===== src/core/disk_port_consts.vh =====
// Purpose: Constants of the drive status and data port
// Assumes: 250 MHz system clock
// Notes: Offsets are byte addresses on the register bus
`ifndef DISK_PORT_CONSTS_VH
`define DISK_PORT_CONSTS_VH
// ***********************************
// Timing
// ***********************************
`define MCLK_PERIOD_NS 4
`define INDEX_PERIOD_US 16700
`define ATTN_LEAD_NS 100
`define INDEX_WIDTH_NS 1000
`define WORD_BITS 16
// ***********************************
// Register offsets
// ***********************************
`define OFF_GENCFG 8'h00
`define OFF_FIXCYL 8'h04
`define OFF_HEADS 8'h08
`define OFF_TRKBYTES 8'h0C
`define OFF_SECBYTES 8'h10
`define OFF_SECTORS 8'h14
`define OFF_GAP 8'h18
`define OFF_SYNC 8'h1C
`define OFF_VENDOR 8'h20
`define OFF_CTRL 8'h24
`define OFF_FAULT 8'h28
`define OFF_SECLEN 8'h2C
`define OFF_STATUS 8'h30
// ***********************************
// Commands and modifiers
// ***********************************
`define OP_STATUS 4'h2
`define OP_CONFIG 4'h3
`define MOD_GENERAL 4'h0
`define MOD_FIXCYL 4'h1
`define MOD_REMCYL 4'h2
`define MOD_HEADS 4'h3
`define MOD_TRKBYTES 4'h4
`define MOD_SECBYTES 4'h5
`define MOD_SECTORS 4'h6
`define MOD_GAP 4'h7
`define MOD_SYNC 4'h8
`define MOD_VENDOR 4'h9
// ***********************************
// Status bit positions
// ***********************************
`define ST_REM_ABSENT 14
`define ST_REM_WP 13
`define ST_FIX_WP 12
`define ST_SPIN_STOP 9
`define ST_POR 8
`define ST_WFAULT 1
`define ST_ATTN_TOP 11
// Software settable fault bits 7,6,5,4,3,2,0
`define FAULT_SW_MASK 16'h00FD
`define CTRL_STOP 0
`define CTRL_PORDONE 1
`endif


===== src/core/disk_status_config_data_port.v =====
// Purpose: Drive side of the status, config and NRZ data port
// Assumes: Command decoding lives outside and hands over opcodes
// Notes: Link pins pass two flip-flops before use
//
// The register offsets and register access over APB were left to the implementer.
`timescale 1ns/10ps
`include "disk_port_consts.vh"
module disk_status_config_data_port #(
   parameter INDEX_CYCLES =
      `INDEX_PERIOD_US * 1000 / `MCLK_PERIOD_NS,
   parameter REF_HALF = 4'h5
) (
   // Clock and reset
   input wire mclk,
   input wire sys_rst,
   // APB slave
   input wire psel,
   input wire penable,
   input wire pwrite,
   input wire [7:0] paddr,
   input wire [31:0] pwdata,
   output reg [31:0] prdata,
   output reg pready,
   output reg pslverr,
   // Command decoder side
   input wire cmdFirstBit,
   input wire cmdRequest,
   input wire [3:0] cmdOpcode,
   input wire [3:0] cmdModifier,
   input wire cmdFinish,
   input wire resetAttention,
   input wire driveSelected,
   input wire headsOffTrackZero,
   // Drive condition inputs
   input wire remMediaAbsent,
   input wire remWriteProtect,
   input wire fixWriteProtect,
   input wire headSelectOk,
   input wire plLocked,
   input wire sectoringOptionJumper,
   input wire addrMarkDetect,
   // Link pins from the host or read channel
   input wire xferReq,
   input wire writeGate,
   input wire readGate,
   input wire writeClk,
   input wire writeDataIn,
   input wire recoveredClk,
   input wire rawReadData,
   input wire writeCurrentSense,
   // Link pins to the host
   output reg xferAck,
   output reg configStatusData,
   output reg attention,
   output reg cmdComplete,
   output reg indexGatedN,
   output reg indexN,
   output reg sectorGated,
   output reg sectorOut,
   output reg readRefClk,
   output reg readData,
   // Write channel side
   output reg writeBit,
   output reg writeStrobe,
   output reg writeInhibit
);
   // ***********************************
   // Derived counts
   // ***********************************
   localparam ATTN_LEAD = (`ATTN_LEAD_NS + `MCLK_PERIOD_NS - 1)
      / `MCLK_PERIOD_NS;
   localparam INDEX_W = `INDEX_WIDTH_NS / `MCLK_PERIOD_NS;
   localparam S_IDLE = 2'b00;
   localparam S_BIT = 2'b01;
   localparam S_HOLD = 2'b10;

   // ***********************************
   // Pin synchronisers
   // ***********************************
   reg [7:0] pinMeta_q; // First stage, read only by second
   reg [7:0] pinSync_q; // Safe copies
   // Two flops per pin
   always @(posedge mclk or posedge sys_rst) begin
      if (sys_rst) begin
         pinMeta_q <= 8'h00;
         pinSync_q <= 8'h00;
      end else begin
         pinMeta_q <= {writeCurrentSense, rawReadData, recoveredClk,
            writeDataIn, writeClk, writeGate, readGate, xferReq};
         pinSync_q <= pinMeta_q;
      end
   end
   wire reqS = pinSync_q[0];
   wire rdGateS = pinSync_q[1];
   wire wrGateS = pinSync_q[2];
   wire wrClkS = pinSync_q[3];
   wire wrDataS = pinSync_q[4];
   wire recClkS = pinSync_q[5];
   wire rdDataS = pinSync_q[6];
   wire wrCurS = pinSync_q[7];

   // ***********************************
   // Register file
   // ***********************************
   reg [15:0] genCfg_q, fixCyl_q, heads_q, trkBytes_q, secBytes_q;
   reg [7:0] sectors_q, sync_q;
   reg [15:0] gap_q;
   reg [3:0] vendor_q;
   reg [1:0] ctrl_q; // Stop spindle, power-on done
   reg [15:0] fault_q; // Sticky fault bits
   reg [31:0] secLen_q; // Sector length in clocks, 0 off
   reg [15:0] status; // Live status word
   wire apbWr = psel & penable & pwrite & ~pready;
   wire apbRd = psel & penable & ~pwrite & ~pready;
   reg wFault; // Write fault condition now
   reg [31:0] rdMux;
   reg badAddr;

   always @* begin
      wFault = (wrCurS & ~wrGateS)
         | (~wrCurS & wrGateS & driveSelected)
         | (wrGateS & ~headSelectOk)
         | (wrGateS & fixWriteProtect)
         | (rdGateS & wrGateS);
   end

   // Status word assembly, reserved bits read zero
   always @* begin
      status = fault_q & `FAULT_SW_MASK;
      status[`ST_REM_ABSENT] = remMediaAbsent;
      status[`ST_REM_WP] = remWriteProtect;
      status[`ST_FIX_WP] = fixWriteProtect;
      status[`ST_SPIN_STOP] = ctrl_q[`CTRL_STOP]
         | ~ctrl_q[`CTRL_PORDONE];
      status[`ST_POR] = ~ctrl_q[`CTRL_PORDONE];
      status[`ST_WFAULT] = fault_q[`ST_WFAULT];
   end

   // Read decode, unmapped answers error
   always @* begin
      rdMux = 32'h0000_0000;
      badAddr = 1'b0;
      if (paddr == `OFF_GENCFG) begin
         rdMux[15:0] = genCfg_q;
      end else if (paddr == `OFF_FIXCYL) begin
         rdMux[15:0] = fixCyl_q;
      end else if (paddr == `OFF_HEADS) begin
         rdMux[15:0] = heads_q;
      end else if (paddr == `OFF_TRKBYTES) begin
         rdMux[15:0] = trkBytes_q;
      end else if (paddr == `OFF_SECBYTES) begin
         rdMux[15:0] = secBytes_q;
      end else if (paddr == `OFF_SECTORS) begin
         rdMux[7:0] = sectors_q;
      end else if (paddr == `OFF_GAP) begin
         rdMux[15:0] = gap_q;
      end else if (paddr == `OFF_SYNC) begin
         rdMux[7:0] = sync_q;
      end else if (paddr == `OFF_VENDOR) begin
         rdMux[3:0] = vendor_q;
      end else if (paddr == `OFF_CTRL) begin
         rdMux[1:0] = ctrl_q;
      end else if (paddr == `OFF_FAULT) begin
         rdMux[15:0] = fault_q;
      end else if (paddr == `OFF_SECLEN) begin
         rdMux = secLen_q;
      end else if (paddr == `OFF_STATUS) begin
         rdMux[15:0] = status;
      end else begin
         badAddr = 1'b1;
      end
   end

   // Bus answer one cycle into the access phase
   always @(posedge mclk or posedge sys_rst) begin
      if (sys_rst) begin
         pready <= 1'b0;
         pslverr <= 1'b0;
         prdata <= 32'h0000_0000;
      end else begin
         pready <= psel & penable & ~pready;
         pslverr <= psel & penable & ~pready & badAddr;
         prdata <= apbRd ? rdMux : 32'h0000_0000;
      end
   end

   // Register writes; status register is read only
   always @(posedge mclk or posedge sys_rst) begin
      if (sys_rst) begin
         genCfg_q <= 16'h0000;
         fixCyl_q <= 16'h0000;
         heads_q <= 16'h0000;
         trkBytes_q <= 16'h0000;
         secBytes_q <= 16'h0000;
         sectors_q <= 8'h00;
         gap_q <= 16'h0000;
         sync_q <= 8'h00;
         vendor_q <= 4'h0;
         ctrl_q <= 2'b00;
         secLen_q <= 32'h0000_0000;
      end else if (apbWr) begin
         if (paddr == `OFF_GENCFG) genCfg_q <= pwdata[15:0];
         else if (paddr == `OFF_FIXCYL) fixCyl_q <= pwdata[15:0];
         else if (paddr == `OFF_HEADS) heads_q <= pwdata[15:0];
         else if (paddr == `OFF_TRKBYTES) trkBytes_q <= pwdata[15:0];
         else if (paddr == `OFF_SECBYTES) secBytes_q <= pwdata[15:0];
         else if (paddr == `OFF_SECTORS) sectors_q <= pwdata[7:0];
         else if (paddr == `OFF_GAP) gap_q <= pwdata[15:0];
         else if (paddr == `OFF_SYNC) sync_q <= pwdata[7:0];
         else if (paddr == `OFF_VENDOR) vendor_q <= pwdata[3:0];
         else if (paddr == `OFF_CTRL) ctrl_q <= pwdata[1:0];
         else if (paddr == `OFF_SECLEN) secLen_q <= pwdata;
      end
   end

   // Sticky faults: set wins over attention reset
   always @(posedge mclk or posedge sys_rst) begin
      if (sys_rst) begin
         fault_q <= 16'h0000;
      end else begin
         fault_q <= (resetAttention ? 16'h0000 : fault_q)
            | ((apbWr && paddr == `OFF_FAULT) ?
               (pwdata[15:0] & `FAULT_SW_MASK) : 16'h0000)
            | (wFault ? (16'h0001 << `ST_WFAULT) : 16'h0000);
      end
   end

   // ***********************************
   // Attention and command complete
   // ***********************************
   reg [11:0] lowPrev_q; // Last attention bits 11:0 of status
   reg [7:0] attnAge_q; // Cycles attention has stood
   reg donePending_q;
   reg porSeen_q; // Power-on check done
   reg xferDone; // From shifter below
   wire [11:0] lowNow = status[`ST_ATTN_TOP:0];
   wire attnRise = |(lowNow & ~lowPrev_q);
   always @(posedge mclk or posedge sys_rst) begin
      if (sys_rst) begin
         lowPrev_q <= 12'h000;
         attention <= 1'b0;
         attnAge_q <= 8'h00;
         writeInhibit <= 1'b0;
      end else begin
         lowPrev_q <= lowNow;
         if (attnRise) attention <= 1'b1;
         else if (resetAttention) attention <= 1'b0;
         if (!attention) attnAge_q <= 8'h00;
         else if (attnAge_q != 8'hFF) attnAge_q <= attnAge_q + 8'h01;
         writeInhibit <= attention | attnRise;
      end
   end

   // Completion waits out the attention lead
   always @(posedge mclk or posedge sys_rst) begin
      if (sys_rst) begin
         cmdComplete <= 1'b0;
         donePending_q <= 1'b0;
         porSeen_q <= 1'b0;
      end else begin
         porSeen_q <= 1'b1;
         // Drop on first bit, or at power-on while heads are off track zero
         if (cmdFirstBit || (!porSeen_q && headsOffTrackZero)) begin
            cmdComplete <= 1'b0;
            donePending_q <= 1'b0;
         end else if (!porSeen_q) begin
            cmdComplete <= 1'b1;
         end else if (cmdFinish || xferDone) begin
            donePending_q <= 1'b1;
         end else if (donePending_q && !attnRise && (!attention
               || attnAge_q >= ATTN_LEAD[7:0])) begin
            cmdComplete <= 1'b1;
            donePending_q <= 1'b0;
         end
      end
   end

   // ***********************************
   // Serial word shifter
   // ***********************************
   reg [1:0] st_q;
   reg [16:0] shift_q; // Word then parity
   reg [4:0] bitsLeft_q;
   reg [15:0] word;
   // Configuration and status word select
   always @* begin
      word = 16'h0000;
      if (cmdOpcode == `OP_STATUS) begin
         word = status;
      end else begin
         case (cmdModifier)
            `MOD_GENERAL: word = genCfg_q;
            `MOD_FIXCYL: word = fixCyl_q;
            `MOD_REMCYL: word = 16'h0000;
            `MOD_HEADS: word = heads_q;
            `MOD_TRKBYTES: word = trkBytes_q;
            `MOD_SECBYTES: word = secBytes_q;
            `MOD_SECTORS: word = {8'h00, sectors_q};
            `MOD_GAP: word = gap_q;
            `MOD_SYNC: word = {8'h00, sync_q};
            `MOD_VENDOR: word = {12'h000, vendor_q};
            default: word = 16'h0000;
         endcase
      end
   end

   // Interlocked bit transfer
   always @(posedge mclk or posedge sys_rst) begin
      if (sys_rst) begin
         st_q <= S_IDLE;
         shift_q <= 17'h00000;
         bitsLeft_q <= 5'h00;
         xferAck <= 1'b0;
         configStatusData <= 1'b0;
         xferDone <= 1'b0;
      end else begin
         xferDone <= 1'b0;
         case (st_q)
            S_IDLE: begin
               if (cmdRequest && (cmdOpcode == `OP_STATUS
                     || cmdOpcode == `OP_CONFIG)) begin
                  shift_q <= {word, ~^word};
                  bitsLeft_q <= 5'h11;
                  st_q <= S_BIT;
               end
            end
            S_BIT: begin
               if (reqS) begin
                  configStatusData <= shift_q[16];
                  xferAck <= 1'b1;
                  st_q <= S_HOLD;
               end
            end
            S_HOLD: begin
               if (!reqS) begin
                  xferAck <= 1'b0;
                  shift_q <= {shift_q[15:0], 1'b0};
                  bitsLeft_q <= bitsLeft_q - 5'h01;
                  if (bitsLeft_q == 5'h01) begin
                     st_q <= S_IDLE;
                     xferDone <= 1'b1;
                  end else begin
                     st_q <= S_BIT;
                  end
               end
            end
            default: st_q <= S_IDLE;
         endcase
      end
   end

   // ***********************************
   // Index and sector timing
   // ***********************************
   reg [31:0] revCnt_q; // Position in revolution
   reg [31:0] secCnt_q; // Position in sector
   reg [15:0] pulseCnt_q; // Remaining pulse width
   reg [15:0] secPulse_q;
   wire revWrap = (revCnt_q == INDEX_CYCLES - 1);
   // Sector pulse only if a whole sector still fits
   wire secFits = (INDEX_CYCLES - revCnt_q) > secLen_q;
   wire secStart = (secLen_q != 32'h0000_0000) && secFits
      && (secCnt_q == secLen_q - 32'h0000_0001);
   always @(posedge mclk or posedge sys_rst) begin
      if (sys_rst) begin
         revCnt_q <= 32'h0000_0000;
         secCnt_q <= 32'h0000_0000;
         pulseCnt_q <= 16'h0000;
         secPulse_q <= 16'h0000;
         indexN <= 1'b1;
         indexGatedN <= 1'b1;
         sectorOut <= 1'b0;
         sectorGated <= 1'b0;
      end else begin
         revCnt_q <= revWrap ? 32'h0000_0000 : revCnt_q + 32'h1;
         if (revWrap || secStart) secCnt_q <= 32'h0000_0000;
         else secCnt_q <= secCnt_q + 32'h0000_0001;
         if (revWrap) pulseCnt_q <= INDEX_W[15:0];
         else if (pulseCnt_q != 16'h0000)
            pulseCnt_q <= pulseCnt_q - 16'h0001;
         if (revWrap || secStart) secPulse_q <= INDEX_W[15:0];
         else if (secPulse_q != 16'h0000)
            secPulse_q <= secPulse_q - 16'h0001;
         indexN <= (pulseCnt_q == 16'h0000);
         indexGatedN <= (pulseCnt_q == 16'h0000) | ~driveSelected;
         if (sectoringOptionJumper) begin
            sectorOut <= addrMarkDetect;
            sectorGated <= addrMarkDetect & driveSelected;
         end else begin
            sectorOut <= (secPulse_q != 16'h0000);
            sectorGated <= (secPulse_q != 16'h0000) & driveSelected;
         end
      end
   end

   // ***********************************
   // Read and write data path
   // ***********************************
   reg [3:0] refDiv_q;
   reg refClk_q;
   reg useRead_q; // Read clock selected
   reg prevWrClk_q;
   wire wantRead = rdGateS & plLocked;
   always @(posedge mclk or posedge sys_rst) begin
      if (sys_rst) begin
         refDiv_q <= 4'h0;
         refClk_q <= 1'b0;
         useRead_q <= 1'b0;
         readRefClk <= 1'b0;
         readData <= 1'b0;
         prevWrClk_q <= 1'b0;
         writeBit <= 1'b0;
         writeStrobe <= 1'b0;
      end else begin
         if (refDiv_q == REF_HALF - 4'h1) begin
            refDiv_q <= 4'h0;
            refClk_q <= ~refClk_q;
         end else begin
            refDiv_q <= refDiv_q + 4'h1;
         end
         // Swap only while both sources low
         if (wantRead != useRead_q && !readRefClk
               && !refClk_q && !recClkS)
            useRead_q <= wantRead;
         readRefClk <= useRead_q ? recClkS : refClk_q;
         // Zero until lock and data valid
         readData <= wantRead & useRead_q & rdDataS;
         // Sample on host write clock rise
         prevWrClk_q <= wrClkS;
         writeStrobe <= wrClkS & ~prevWrClk_q & wrGateS & ~attention;
         if (wrClkS && !prevWrClk_q) writeBit <= wrDataS;
      end
   end
endmodule // disk_status_config_data_port


===== config.mk =====
export PLATFORM = sky130hd
export DESIGN_NAME = disk_status_config_data_port
export DESIGN_NICKNAME = d
export VERILOG_FILES = /design/src/core/disk_status_config_data_port.v
export VERILOG_INCLUDE_DIRS = /design/src /design/src/core
export SDC_FILE = /design/constraint.sdc
export NUM_CORES = 1
export LEC_CHECK = 0
export ABC_CLOCK_PERIOD_IN_PS = 16770
export BUFFER_PORTS_ARGS = -buffer_cell sky130_fd_sc_hd__buf_2
export CORE_MARGIN = 5
export CORE_UTILIZATION = 50
export DETAILED_ROUTE_END_ITERATION = 8
export PLACE_DENSITY = 0.68
export SLEW_MARGIN = 20
export SYNTH_ARGS = -nofsm -noshare
export SYNTH_HDL_FRONTEND = slang
export SYNTH_SLANG_ARGS = --single-unit

===== constraint.sdc =====
create_clock -name mclk -period 16.77 [get_ports mclk]
set_input_delay 0.8385 -clock mclk [delete_from_list [all_inputs] [get_ports mclk]]
set_output_delay 0.8385 -clock mclk [all_outputs]
set_load 0.01 [all_outputs]

* Word level (Yosys, flattened, before mapping)
Index checks and enable logic that the tools add are counted.
** Cells by class
- $add $sub $neg :: 9
- Magnitude comparators :: 2
- Equal/unequal tests :: 36
- Multiplexer cells :: 110
- Bitwise logic cells :: 52
- Reduce and logical (&&, ||, !) cells :: 56
** Operator list (number)
- $mux W16 :: 32
- $mux W30 :: 10
- $mux W28 :: 9
- $pmux W16 S9 :: 1
- $mux W32 :: 3
- $add A32 B1 Y32 const B :: 2
- $mux W24 :: 2
- $eq A8 B6 Y1 const B :: 5
- $mux W8 :: 5
- $mux W17 :: 2
- $pmux W17 S2 :: 1
- $eq A32 B22 Y1 const B :: 1
- $eq A32 B32 Y1 :: 1
- $eq A8 B5 Y1 const B :: 4
- $gt A32 B32 Y1 :: 1
- $mux W1 :: 32
- $reduce_bool A16 Y1 :: 2
- $reduce_bool A32 Y1 :: 1
- $sub A16 B1 Y16 const B :: 2
- $sub A22 B32 Y32 const A :: 1
- $sub A32 B1 Y32 const B :: 1
- $and A1 B1 Y1 :: 21
- $eq A4 B3 Y1 const B :: 5
- $not A1 Y1 :: 20
- other kinds (52) :: 101
** Storage, ports and cells
- Register bits after elaboration :: 377
- Bits of input ports :: 74
- Output and inout port bits :: 47
- Logic and storage cells :: 311

* Longest topological paths before layout
Gate-level depths: netlist of the first run.
- Depth in word-level cells :: 43
- Gate-level depth with buffers :: 23
- Gate-level depth less buffers :: 21

* Worst setup path before layout of the first run
No wires, ideal clock.
- Path kind :: register to register
- Start :: register revCnt_q[2]
- End :: register secCnt_q[10]
- Library setup time :: 0.145 ns
- Data arrival time :: 4.255 ns
- Required time :: 16.625 ns
- Path slack :: 12.370 ns
- Stages on the path, launching flop included :: 23
- Path buffers :: 3
- Clock period less this slack :: 4.400 ns
- Cell sequence :: dfrtp_1 clkbuf_1 o311ai_0 nand2_1 a211o_1 nand2_1 nand2b_1 a31oi_1 nor2_1 nor4_1 xnor2_1 ha_1 nand4_1 nor4_1 nand3_1 nand4_1 nor4_1 nand4_1 nor4_1 and4_4 buf_8 buf_12 nor3_2
** On the way
- Longest elaborated chain between the ends :: 6
- Elaborated cells between the ends (all ways) :: 7
- Those cells by class :: add/sub (1); order compare (1); eq/ne (1); mux (1); reduce/logical (3)
** Ends and longest elaborated chain
- from (decl) :: RTL line disk_status_config_data_port.v:355 : reg [31:0] revCnt_q;
- from (signal assigned) :: RTL line disk_status_config_data_port.v:375 : revCnt_q <= revWrap ? 32'h0000_0000 : revCnt_q + 32'h1;
- $sub A22 B32 Y32 :: RTL line disk_status_config_data_port.v:361 : wire secFits = (INDEX_CYCLES - revCnt_q) > secLen_q;
- $gt A32 B32 Y1 :: RTL line disk_status_config_data_port.v:361
- $logic_and A1 B1 Y1 :: RTL line disk_status_config_data_port.v:362 : wire secStart = (secLen_q != 32'h0000_0000) && secFits
- $logic_and A1 B1 Y1 :: RTL line disk_status_config_data_port.v:363 : && (secCnt_q == secLen_q - 32'h0000_0001);
- $logic_or A1 B1 Y1 * :: RTL line disk_status_config_data_port.v:376 : if (revWrap || secStart) secCnt_q <= 32'h0000_0000;
- $mux W32 * :: RTL line disk_status_config_data_port.v:376
- to (signal assigned) :: RTL line disk_status_config_data_port.v:377 : else secCnt_q <= secCnt_q + 32'h0000_0001;
- to (decl) :: RTL line disk_status_config_data_port.v:356 : reg [31:0] secCnt_q;
Every way passes the cells marked *; elsewhere a longest branch is shown, timed or not.
A chain may end at the register's enable or synchronous reset.

* Worst setup path after layout of the first run
- Start :: register revCnt_q[2]
- End :: register secPulse_q[5]
** On the way
- Longest elaborated chain between the ends :: 6
- Elaborated cells between the ends (all ways) :: 8
- Those cells by class :: add/sub (1); order compare (1); eq/ne (1); mux (1); reduce/logical (4)
** Ends and longest elaborated chain
- $sub A22 B32 Y32 :: RTL line disk_status_config_data_port.v:361
- $gt A32 B32 Y1 :: RTL line disk_status_config_data_port.v:361
- $logic_and A1 B1 Y1 :: RTL line disk_status_config_data_port.v:362
- $logic_and A1 B1 Y1 :: RTL line disk_status_config_data_port.v:363
- $logic_or A1 B1 Y1 * :: RTL line disk_status_config_data_port.v:381 : if (revWrap || secStart) secPulse_q <= INDEX_W[15:0];
- $mux W16 / $reduce_bool A2 Y1 (equally long branches)
- to (signal assigned) :: RTL line disk_status_config_data_port.v:381
- to (signal assigned) :: RTL line disk_status_config_data_port.v:383 : secPulse_q <= secPulse_q - 16'h0001;
- to (decl) :: RTL line disk_status_config_data_port.v:358 : reg [15:0] secPulse_q;
Marks and branches as above.

==> out/summary.txt, run 1 <==
I/O Pins - 121
ANT cells - 0
Crit Path Max Fanout - 48
Crit path DAT - 5.87 ns
Largest net degree at the start of global routing - 166
Count of final setup violators - 0
Synthesized area - 19600 um^2
Post-Route WL - 53.5 mm
Initial antenna violation count - 5
Status - complete, no violations
Number of distinct library cells after synthesis - 81
Synth warn - 0
Total power divided by cell area - 93.7 nW/um^2
Post-synthesis register bit count - 369
CTS resizes - 0
Wire length per cell - 21.3 um
Dominant cell type by area after synthesis - dfrtp_1
Placement Setup Slack - 11.46 ns
Deepest clock path buffer count - 3
# Post-CTS Setup Buffers - 0
Share of flip-flops with an asynchronous set or reset - 100%
Layout cell share with drive strength beyond 1 - 21.1%
Max Slew Vio Count - 0
CTS sink count - 369
First-pass DRT Iterations - 6
CP max stage delay - 0.78 ns
Hold-fix buffers at CTS - 0
Total grt overflow - 0
Crit-path most repeated cell - nor4_1
Crit path capture type - flop
Most frequent cell after synthesis - dfrtp_1
Critical path buffers and inverters - 0
Prevailing post-synth register cell - dfrtp_1
Vias per cell - 6.08
Synth top area cells - dfrtp_1, mux2_2, xnor2_1
Kind of critical path - reg2reg
Horiz. Die Dim - 208 um
FF-to-FF setup slack - 11.40 ns
Worst min path class - reg2reg
Die height - 208 um
Worst path required time - 17.27 ns
CTS clock-pin slew for the worst setup and hold paths - 0.06 ns
Initial DRC count - 1500
Vias in the first global route - 15301
CP max-delay cell - and4_4
CP startpoint kind - flop
H-tree levels - 2
Slew @ Worst Pin - 1.24 ns
Num rows - 72
Worst-case clock skew - 0.0259 ns
RSZ-0062 raised after global routing - no
Cell chain of the critical path - o311ai_0 > nand2_1 > a211o_1 > nand2_1 > nand2b_1 > a31oi_1 > nor2_1 > nor4_1 > xnor2_1 > ha_1 > nand4_1 > nor4_1 > nand3_1 > nand4_1 > nor4_1 > nand4_1 > nor4_1 > and4_4 > or4_1
Max Clock Freq - 186 MHz
Final worst setup slack - 11.40 ns
Core box area - 38600 um^2
Post-DRT Antenna Nets - 0
Max IR drop VDD - 0.0000714 V
Syn Area/Cell - 10.4 um^2
Full die area - 43200 um^2
Max-slew headroom - 17.3%
Clk_lat worst skew - 0.57 ns
GP Congestion - 0.915
Drc violations - 0
Fin crit share - 32.0%
Post-synth top area share - 46.9%
Max cap viols - 0
Fillcell total - 3331
Port Buffers - 120
First-pass GRT wire length - 85.5 mm
Area Growth Syn to Fin - 12.6%
Vias - 15273
Post-Syn Instances - 1887
Post-synth top cells - dfrtp_1, mux2_2, nand2_1
Post-synth net total - 2007
Leak pwr - 0.0105 uW
CTS root buf - clkbuf_16
TNS Setup - 0 ns
Final Critical Period - 5.37 ns
Sequential area share after synthesis - 47.2%
Detailed placer's ending HPWL - 36.1 mm
Crit path max-delay family - simple AND/OR/NAND/NOR gates
Hold Vio Cnt, Final - 0
Final nets - 2083
CTS tree - built
Initial Util - 50.6%
EDFF count, synth - 0
Total GRT Usage - 24.3%
TritonCTS buffer count - 42
power by group:
part	switching [uW]	leakage (uW)	total (uW)	internal (uW)
logic	97.5	0.00475	155	57.1
clock network	381	0.000711	971	591
registers	21.8	0.00501	939	918
total	500	0.0105	2070	1570
layer usage:
metal,vias up,GRT usage (%),routed length [um]
met5,-,0,57
met4,8,6.61,1240
met3,124,5.14,4440
met2,598,37.2,24100
met1,7585,35.3,23700
li1,6958,-,-
stage by stage:
stage	hold WS [ns]	util [%]	power, uW	instance area [um^2]	cells
after CTS	0.344	57.0	2080	22000	2513
after floorplan	0.331	-	1060	19600	1887
after detailed placement	0.335	53.2	1110	20600	2437
after global placement	0.332	53.2	1100	20600	2437
final	0.346	57.0	2070	22000	2513
after global routing	0.347	57.0	2140	22000	2513
cell usage in the layout, fill, tap and decap left out, types with 17 or more instances in the layout:
cell type,instances
or3_1,22
and3_1,21
mux2_2,160
xor2_1,78
a222oi_1,24
mux2i_1,24
dfrtp_1,367
nor2_1,136
nand3_1,49
o21ai_0,84
ha_1,46
nand4_1,25
inv_1,65
a22oi_1,17
nor3_2,32
clkbuf_16,43
nor3_1,65
a21oi_1,63
nand2_1,149
a221oi_1,18
o22ai_1,22
nor2b_1,18
buf_2,120
xnor2_1,84
final timing paths:
kind,from,endpoint,depth (start not counted)
hold / removal,pinMeta_q[2],pinSync_q[2],0
min in group asynchronous,sys_rst,secCnt_q[26],2
max in group asynchronous,sys_rst,gap_q[9],4
setup reg to reg,revCnt_q[2],secPulse_q[5],19
setup / recovery,revCnt_q[2],secPulse_q[5],19
hold reg to reg,pinMeta_q[2],pinSync_q[2],0
area by class of cell:
type / count / area, um^2 / area share [%]
Clock buffer: 62 / 1240 / 5.62
Clock inverter: 14 / 223 / 1.01
Inverter: 67 / 259 / 1.18
Multi-Input combinational cell: 1349 / 9710 / 44.1
Sequential cell: 369 / 9240 / 41.9
Tap cell: 518 / 648 / 2.94
Timing Repair Buffer: 134 / 722 / 3.28
kinds of logic (layout without fill, tap and decap cells):
| logic type | Yosys count | in the layout | share of synthesized area, % |
|---|---|---|---|
| simple gates | 620 | 620 | 16.9 |
| flops | 369 | 369 | 47.2 |
| compound gates | 334 | 334 | 11.5 |
| mux | 185 | 185 | 10.5 |
| buf+inv | 169 | 277 | 3.65 |
| xor+xnor | 163 | 163 | 7.36 |
| fa+ha+maj | 46 | 46 | 2.94 |
| other cells | 1 | 1 | 0.0192 |
registers in the layout (all words and copies together), names as in the netlist, 10 cells and up:
| name | cells |
|---|---|
| secLen_q | 32 |
| secCnt_q | 32 |
| prdata | 32 |
| heads_q | 16 |
| genCfg_q | 16 |
| shift_q | 17 |
| secBytes_q | 16 |
| gap_q | 16 |
| secPulse_q | 16 |
| fixCyl_q | 16 |
| pulseCnt_q | 16 |
| trkBytes_q | 16 |
| revCnt_q | 32 |
| lowPrev_q | 10 |
No activity file was read; power rests on OpenSTA's default activity.
==> run 2, diff against run 1 <==
--- a/config.mk
+++ b/config.mk
@@ -6,12 +6,12 @@
 export SDC_FILE = /design/constraint.sdc
 export NUM_CORES = 1
 export LEC_CHECK = 0
-export ABC_CLOCK_PERIOD_IN_PS = 16770
+export ABC_CLOCK_PERIOD_IN_PS = 4300
 export BUFFER_PORTS_ARGS = -buffer_cell sky130_fd_sc_hd__buf_2
 export CORE_MARGIN = 5
 export CORE_UTILIZATION = 50
 export DETAILED_ROUTE_END_ITERATION = 8
-export PLACE_DENSITY = 0.68
+export PLACE_DENSITY = 0.7
 export SLEW_MARGIN = 20
 export SYNTH_ARGS = -nofsm -noshare
 export SYNTH_HDL_FRONTEND = slang
==> constraint.sdc (replaced) <==
create_clock -name mclk -period 4.3 [get_ports mclk]
set_input_delay 0.215 -clock mclk [delete_from_list [all_inputs] [get_ports mclk]]
set_output_delay 0.215 -clock mclk [all_outputs]
set_load 0.01 [all_outputs]
==> run 2 against run 1 <==
Against the previous run: the run now ends with setup timing left; clock power rose to 3.7 times the previous value; via count rose by 3.2%; die area did not move; worst hold slack got worse by 0.33 ns; first-iteration DRC count rose by 2.6%; critical path type unchanged; largest cell class unchanged.
==> out/summary.txt, run 2 (same netlist as run 1, synthesis figures left out) <==
Status - finished, violations left
Failing checks - setup timing
Crit Path Max Fanout - 8 (-83%)
Met3 routed wirelength - 4.79 mm (+7.9%)
GP Congestion - 0.959 (+4.9%)
Initial Util - 50.6% (unchanged)
TritonCTS buffer count - 40 (-4.8%)
Max-slew headroom - 24.8% (+7.5 points)
I/O Pins - 121 (unchanged)
Layout cell share with drive strength beyond 1 - 24.5% (+3.5 points)
Post-Route WL - 55.5 mm (+3.8%)
CTS clock-pin slew for the worst setup and hold paths - 0.07 ns (about the same)
Hold Vio Cnt, Final - 0 (unchanged)
Worst min path class - in2reg
Post-DRT Antenna Nets - 0 (unchanged)
Num rows - 72 (unchanged)
TNS Setup - -0.772 ns (-0.772 ns)
Placed instance count - 2487 (+2.1%)
CTS root buf - clkbuf_16
CTS tree - built
Wire length per cell - 21.1 um (-0.71%)
Clk_lat worst skew - 0.57 ns (about the same)
Drc violations - 0 (unchanged)
Port Buffers - 120 (unchanged)
Crit path DAT - 4.84 ns (-1.03 ns)
Final Instance Count excl. Fillers - 2627 (+4.5%)
Metal-1 WL - 23.6 mm (-0.61%)
Total grt overflow - 0 (unchanged)
Met2 WL - 25.3 mm (+5.2%)
First-pass DRT Iterations - 9 (+3)
Vias per cell - 6.00 (-1.3%)
Largest net degree at the start of global routing - 134 (-19%)
Max IR drop VDD - 0.000267 V (+270%)
Area Growth Syn to Fin - 18.9%
H-tree levels - 2 (unchanged)
Max Clock Freq - 227 MHz (+22%)
Total GRT Usage - 25.0% (+0.70 points)
Final Critical Period - 4.41 ns (-0.957 ns)
Slew @ Worst Pin - 1.11 ns (-0.128 ns)
Initial DRC count - 1539 (+2.6%)
Initial antenna violation count - 4 (-1)
Worst path required time - 4.73 ns (-12.54 ns)
Horiz. Die Dim - 208 um (unchanged)
Full die area - 43200 um^2 (unchanged)
Total power divided by cell area - 340 nW/um^2 (+260%)
Max cap viols - 0 (unchanged)
Worst r2r path cells - 22 (+3)
Deepest clock path buffer count - 3 (unchanged)
Count of final setup violators - 34 (+34)
Final worst setup slack - -0.111 ns (-11.51 ns)
Leak pwr - 0.0110 uW (+4.9%)
Highest metal used - met5
Commonest non-fill, non-tap cells in the layout - dfrtp_1, mux2_2, nand2_1
Most common cell after layout, fill and taps aside - dfrtp_1
CP startpoint kind - flop
Kind of critical path - reg2reg
Worst-case clock skew - 0.0269 ns (+0.000989 ns)
Max Slew Vio Count - 0 (unchanged)
Die height - 208 um (unchanged)
RSZ-0062 raised after global routing - yes
Final nets - 2197 (+5.5%)
Vias in the first global route - 15874 (+3.7%)
Vias - 15758 (+3.2%)
Core box area - 38600 um^2 (unchanged)
Fin crit share - 103% (+71 points)
Crit path capture type - flop
First-pass GRT wire length - 88.2 mm (+3.1%)
CTS sink count - 369 (unchanged)
Worst Hold Depth - 3 (+3)
Detailed placer's ending HPWL - 36.8 mm (+1.8%)
[run 2: changes by cell type in the layout (fill, tap and decap cells not counted), sizes merged]
cell,change
inv,-1
diode,+1
buf,+73
clkinvlp,+2
dlygate4sd3,+40
clkbuf,-4
clkinv,+4
bufinv,-1
[run 2: final timing paths]
path | slack (ns) | endpoint | start
max | -0.11 | secPulse_q[5] | revCnt_q[1]
min | 0.02 | fault_q[3] | pwdata[3]
max reg2reg | -0.11 | secPulse_q[5] | revCnt_q[1]
min reg2reg | 0.34 | pinSync_q[7] | pinMeta_q[7]
max in group asynchronous | 2.77 | gap_q[5] | sys_rst
min in group asynchronous | 0.38 | secCnt_q[25] | sys_rst
[run 2: routing by layer]
metal | global-route usage, % | vias up
met4 | 8.24 | 6
met2 | 38.9 | 667
met1 | 34.7 | 7755
li1 | - | 7173
met5 | 0 | -
met3 | 5.91 | 157
[run 2: worst max-delay path, cell delays in order (launching register included)]
cell      delay [ns]
dfrtp_1         0.40
buf_6           0.14
o311ai_4        0.31
nand2_2         0.09
a211o_1         0.32
nand2_2         0.11
nand2b_4        0.07
a31oi_4         0.24
buf_6           0.15
nor2_1          0.06
xnor2_1         0.17
ha_1            0.27
a21o_1          0.16
a21o_1          0.17
a21oi_1         0.13
nor2_1          0.07
a211oi_1        0.25
o21a_1          0.16
o221ai_1        0.15
and4_4          0.20
buf_12          0.13
buf_12          0.13
or4_1           0.40
[run 2: area by class of cell]
class | count | area (um^2)
Multi-Input combinational cell | 1349 | 9890
Inverter | 67 | 255
Timing Repair Buffer | 250 | 1870
Tap cell | 518 | 648
Fill cell | 3112 | 15400
Antenna cell | 1 | 2.50
Clock inverter | 18 | 216
Sequential cell | 369 | 9240
Clock buffer | 55 | 1160
[run 2: metrics by stage]
stage | power [uW] | utilization, % | hold slack, ns | worst slack (ns) | cell area, um^2
floorplan | 4120 | - | 0.246 | -0.866 | 19600
global placement | 4310 | 54.3 | 0.323 | -0.164 | 21000
detailed placement | 4330 | 54.3 | 0.325 | -0.270 | 21000
CTS | 7970 | 59.5 | 0.00102 | -0.0544 | 23000
global route | 8200 | 60.2 | 0.0192 | -0.316 | 23300
finish | 7920 | 60.2 | 0.0168 | -0.111 | 23300
[run 2: power by group]
part / internal (uW) / switching [uW]
logic: 253 / 387
registers: 3580 / 85.8
clock network: 2140 / 1470
total: 5970 / 1940
[run 2: repair_timing]
| item | 4_1_cts | 5_1_grt |
|---|---|---|
| buffers inserted | 12 | 12 |
| pin swaps | 20 | 31 |
| gates resized for setup | 22 | 22 |
| hold buffers | 40 | 0 |
| cloned | 2 | 3 |
| setup endpoints to repair | 48 | 48 |
| hold endpoints to repair | 91 | 0 |
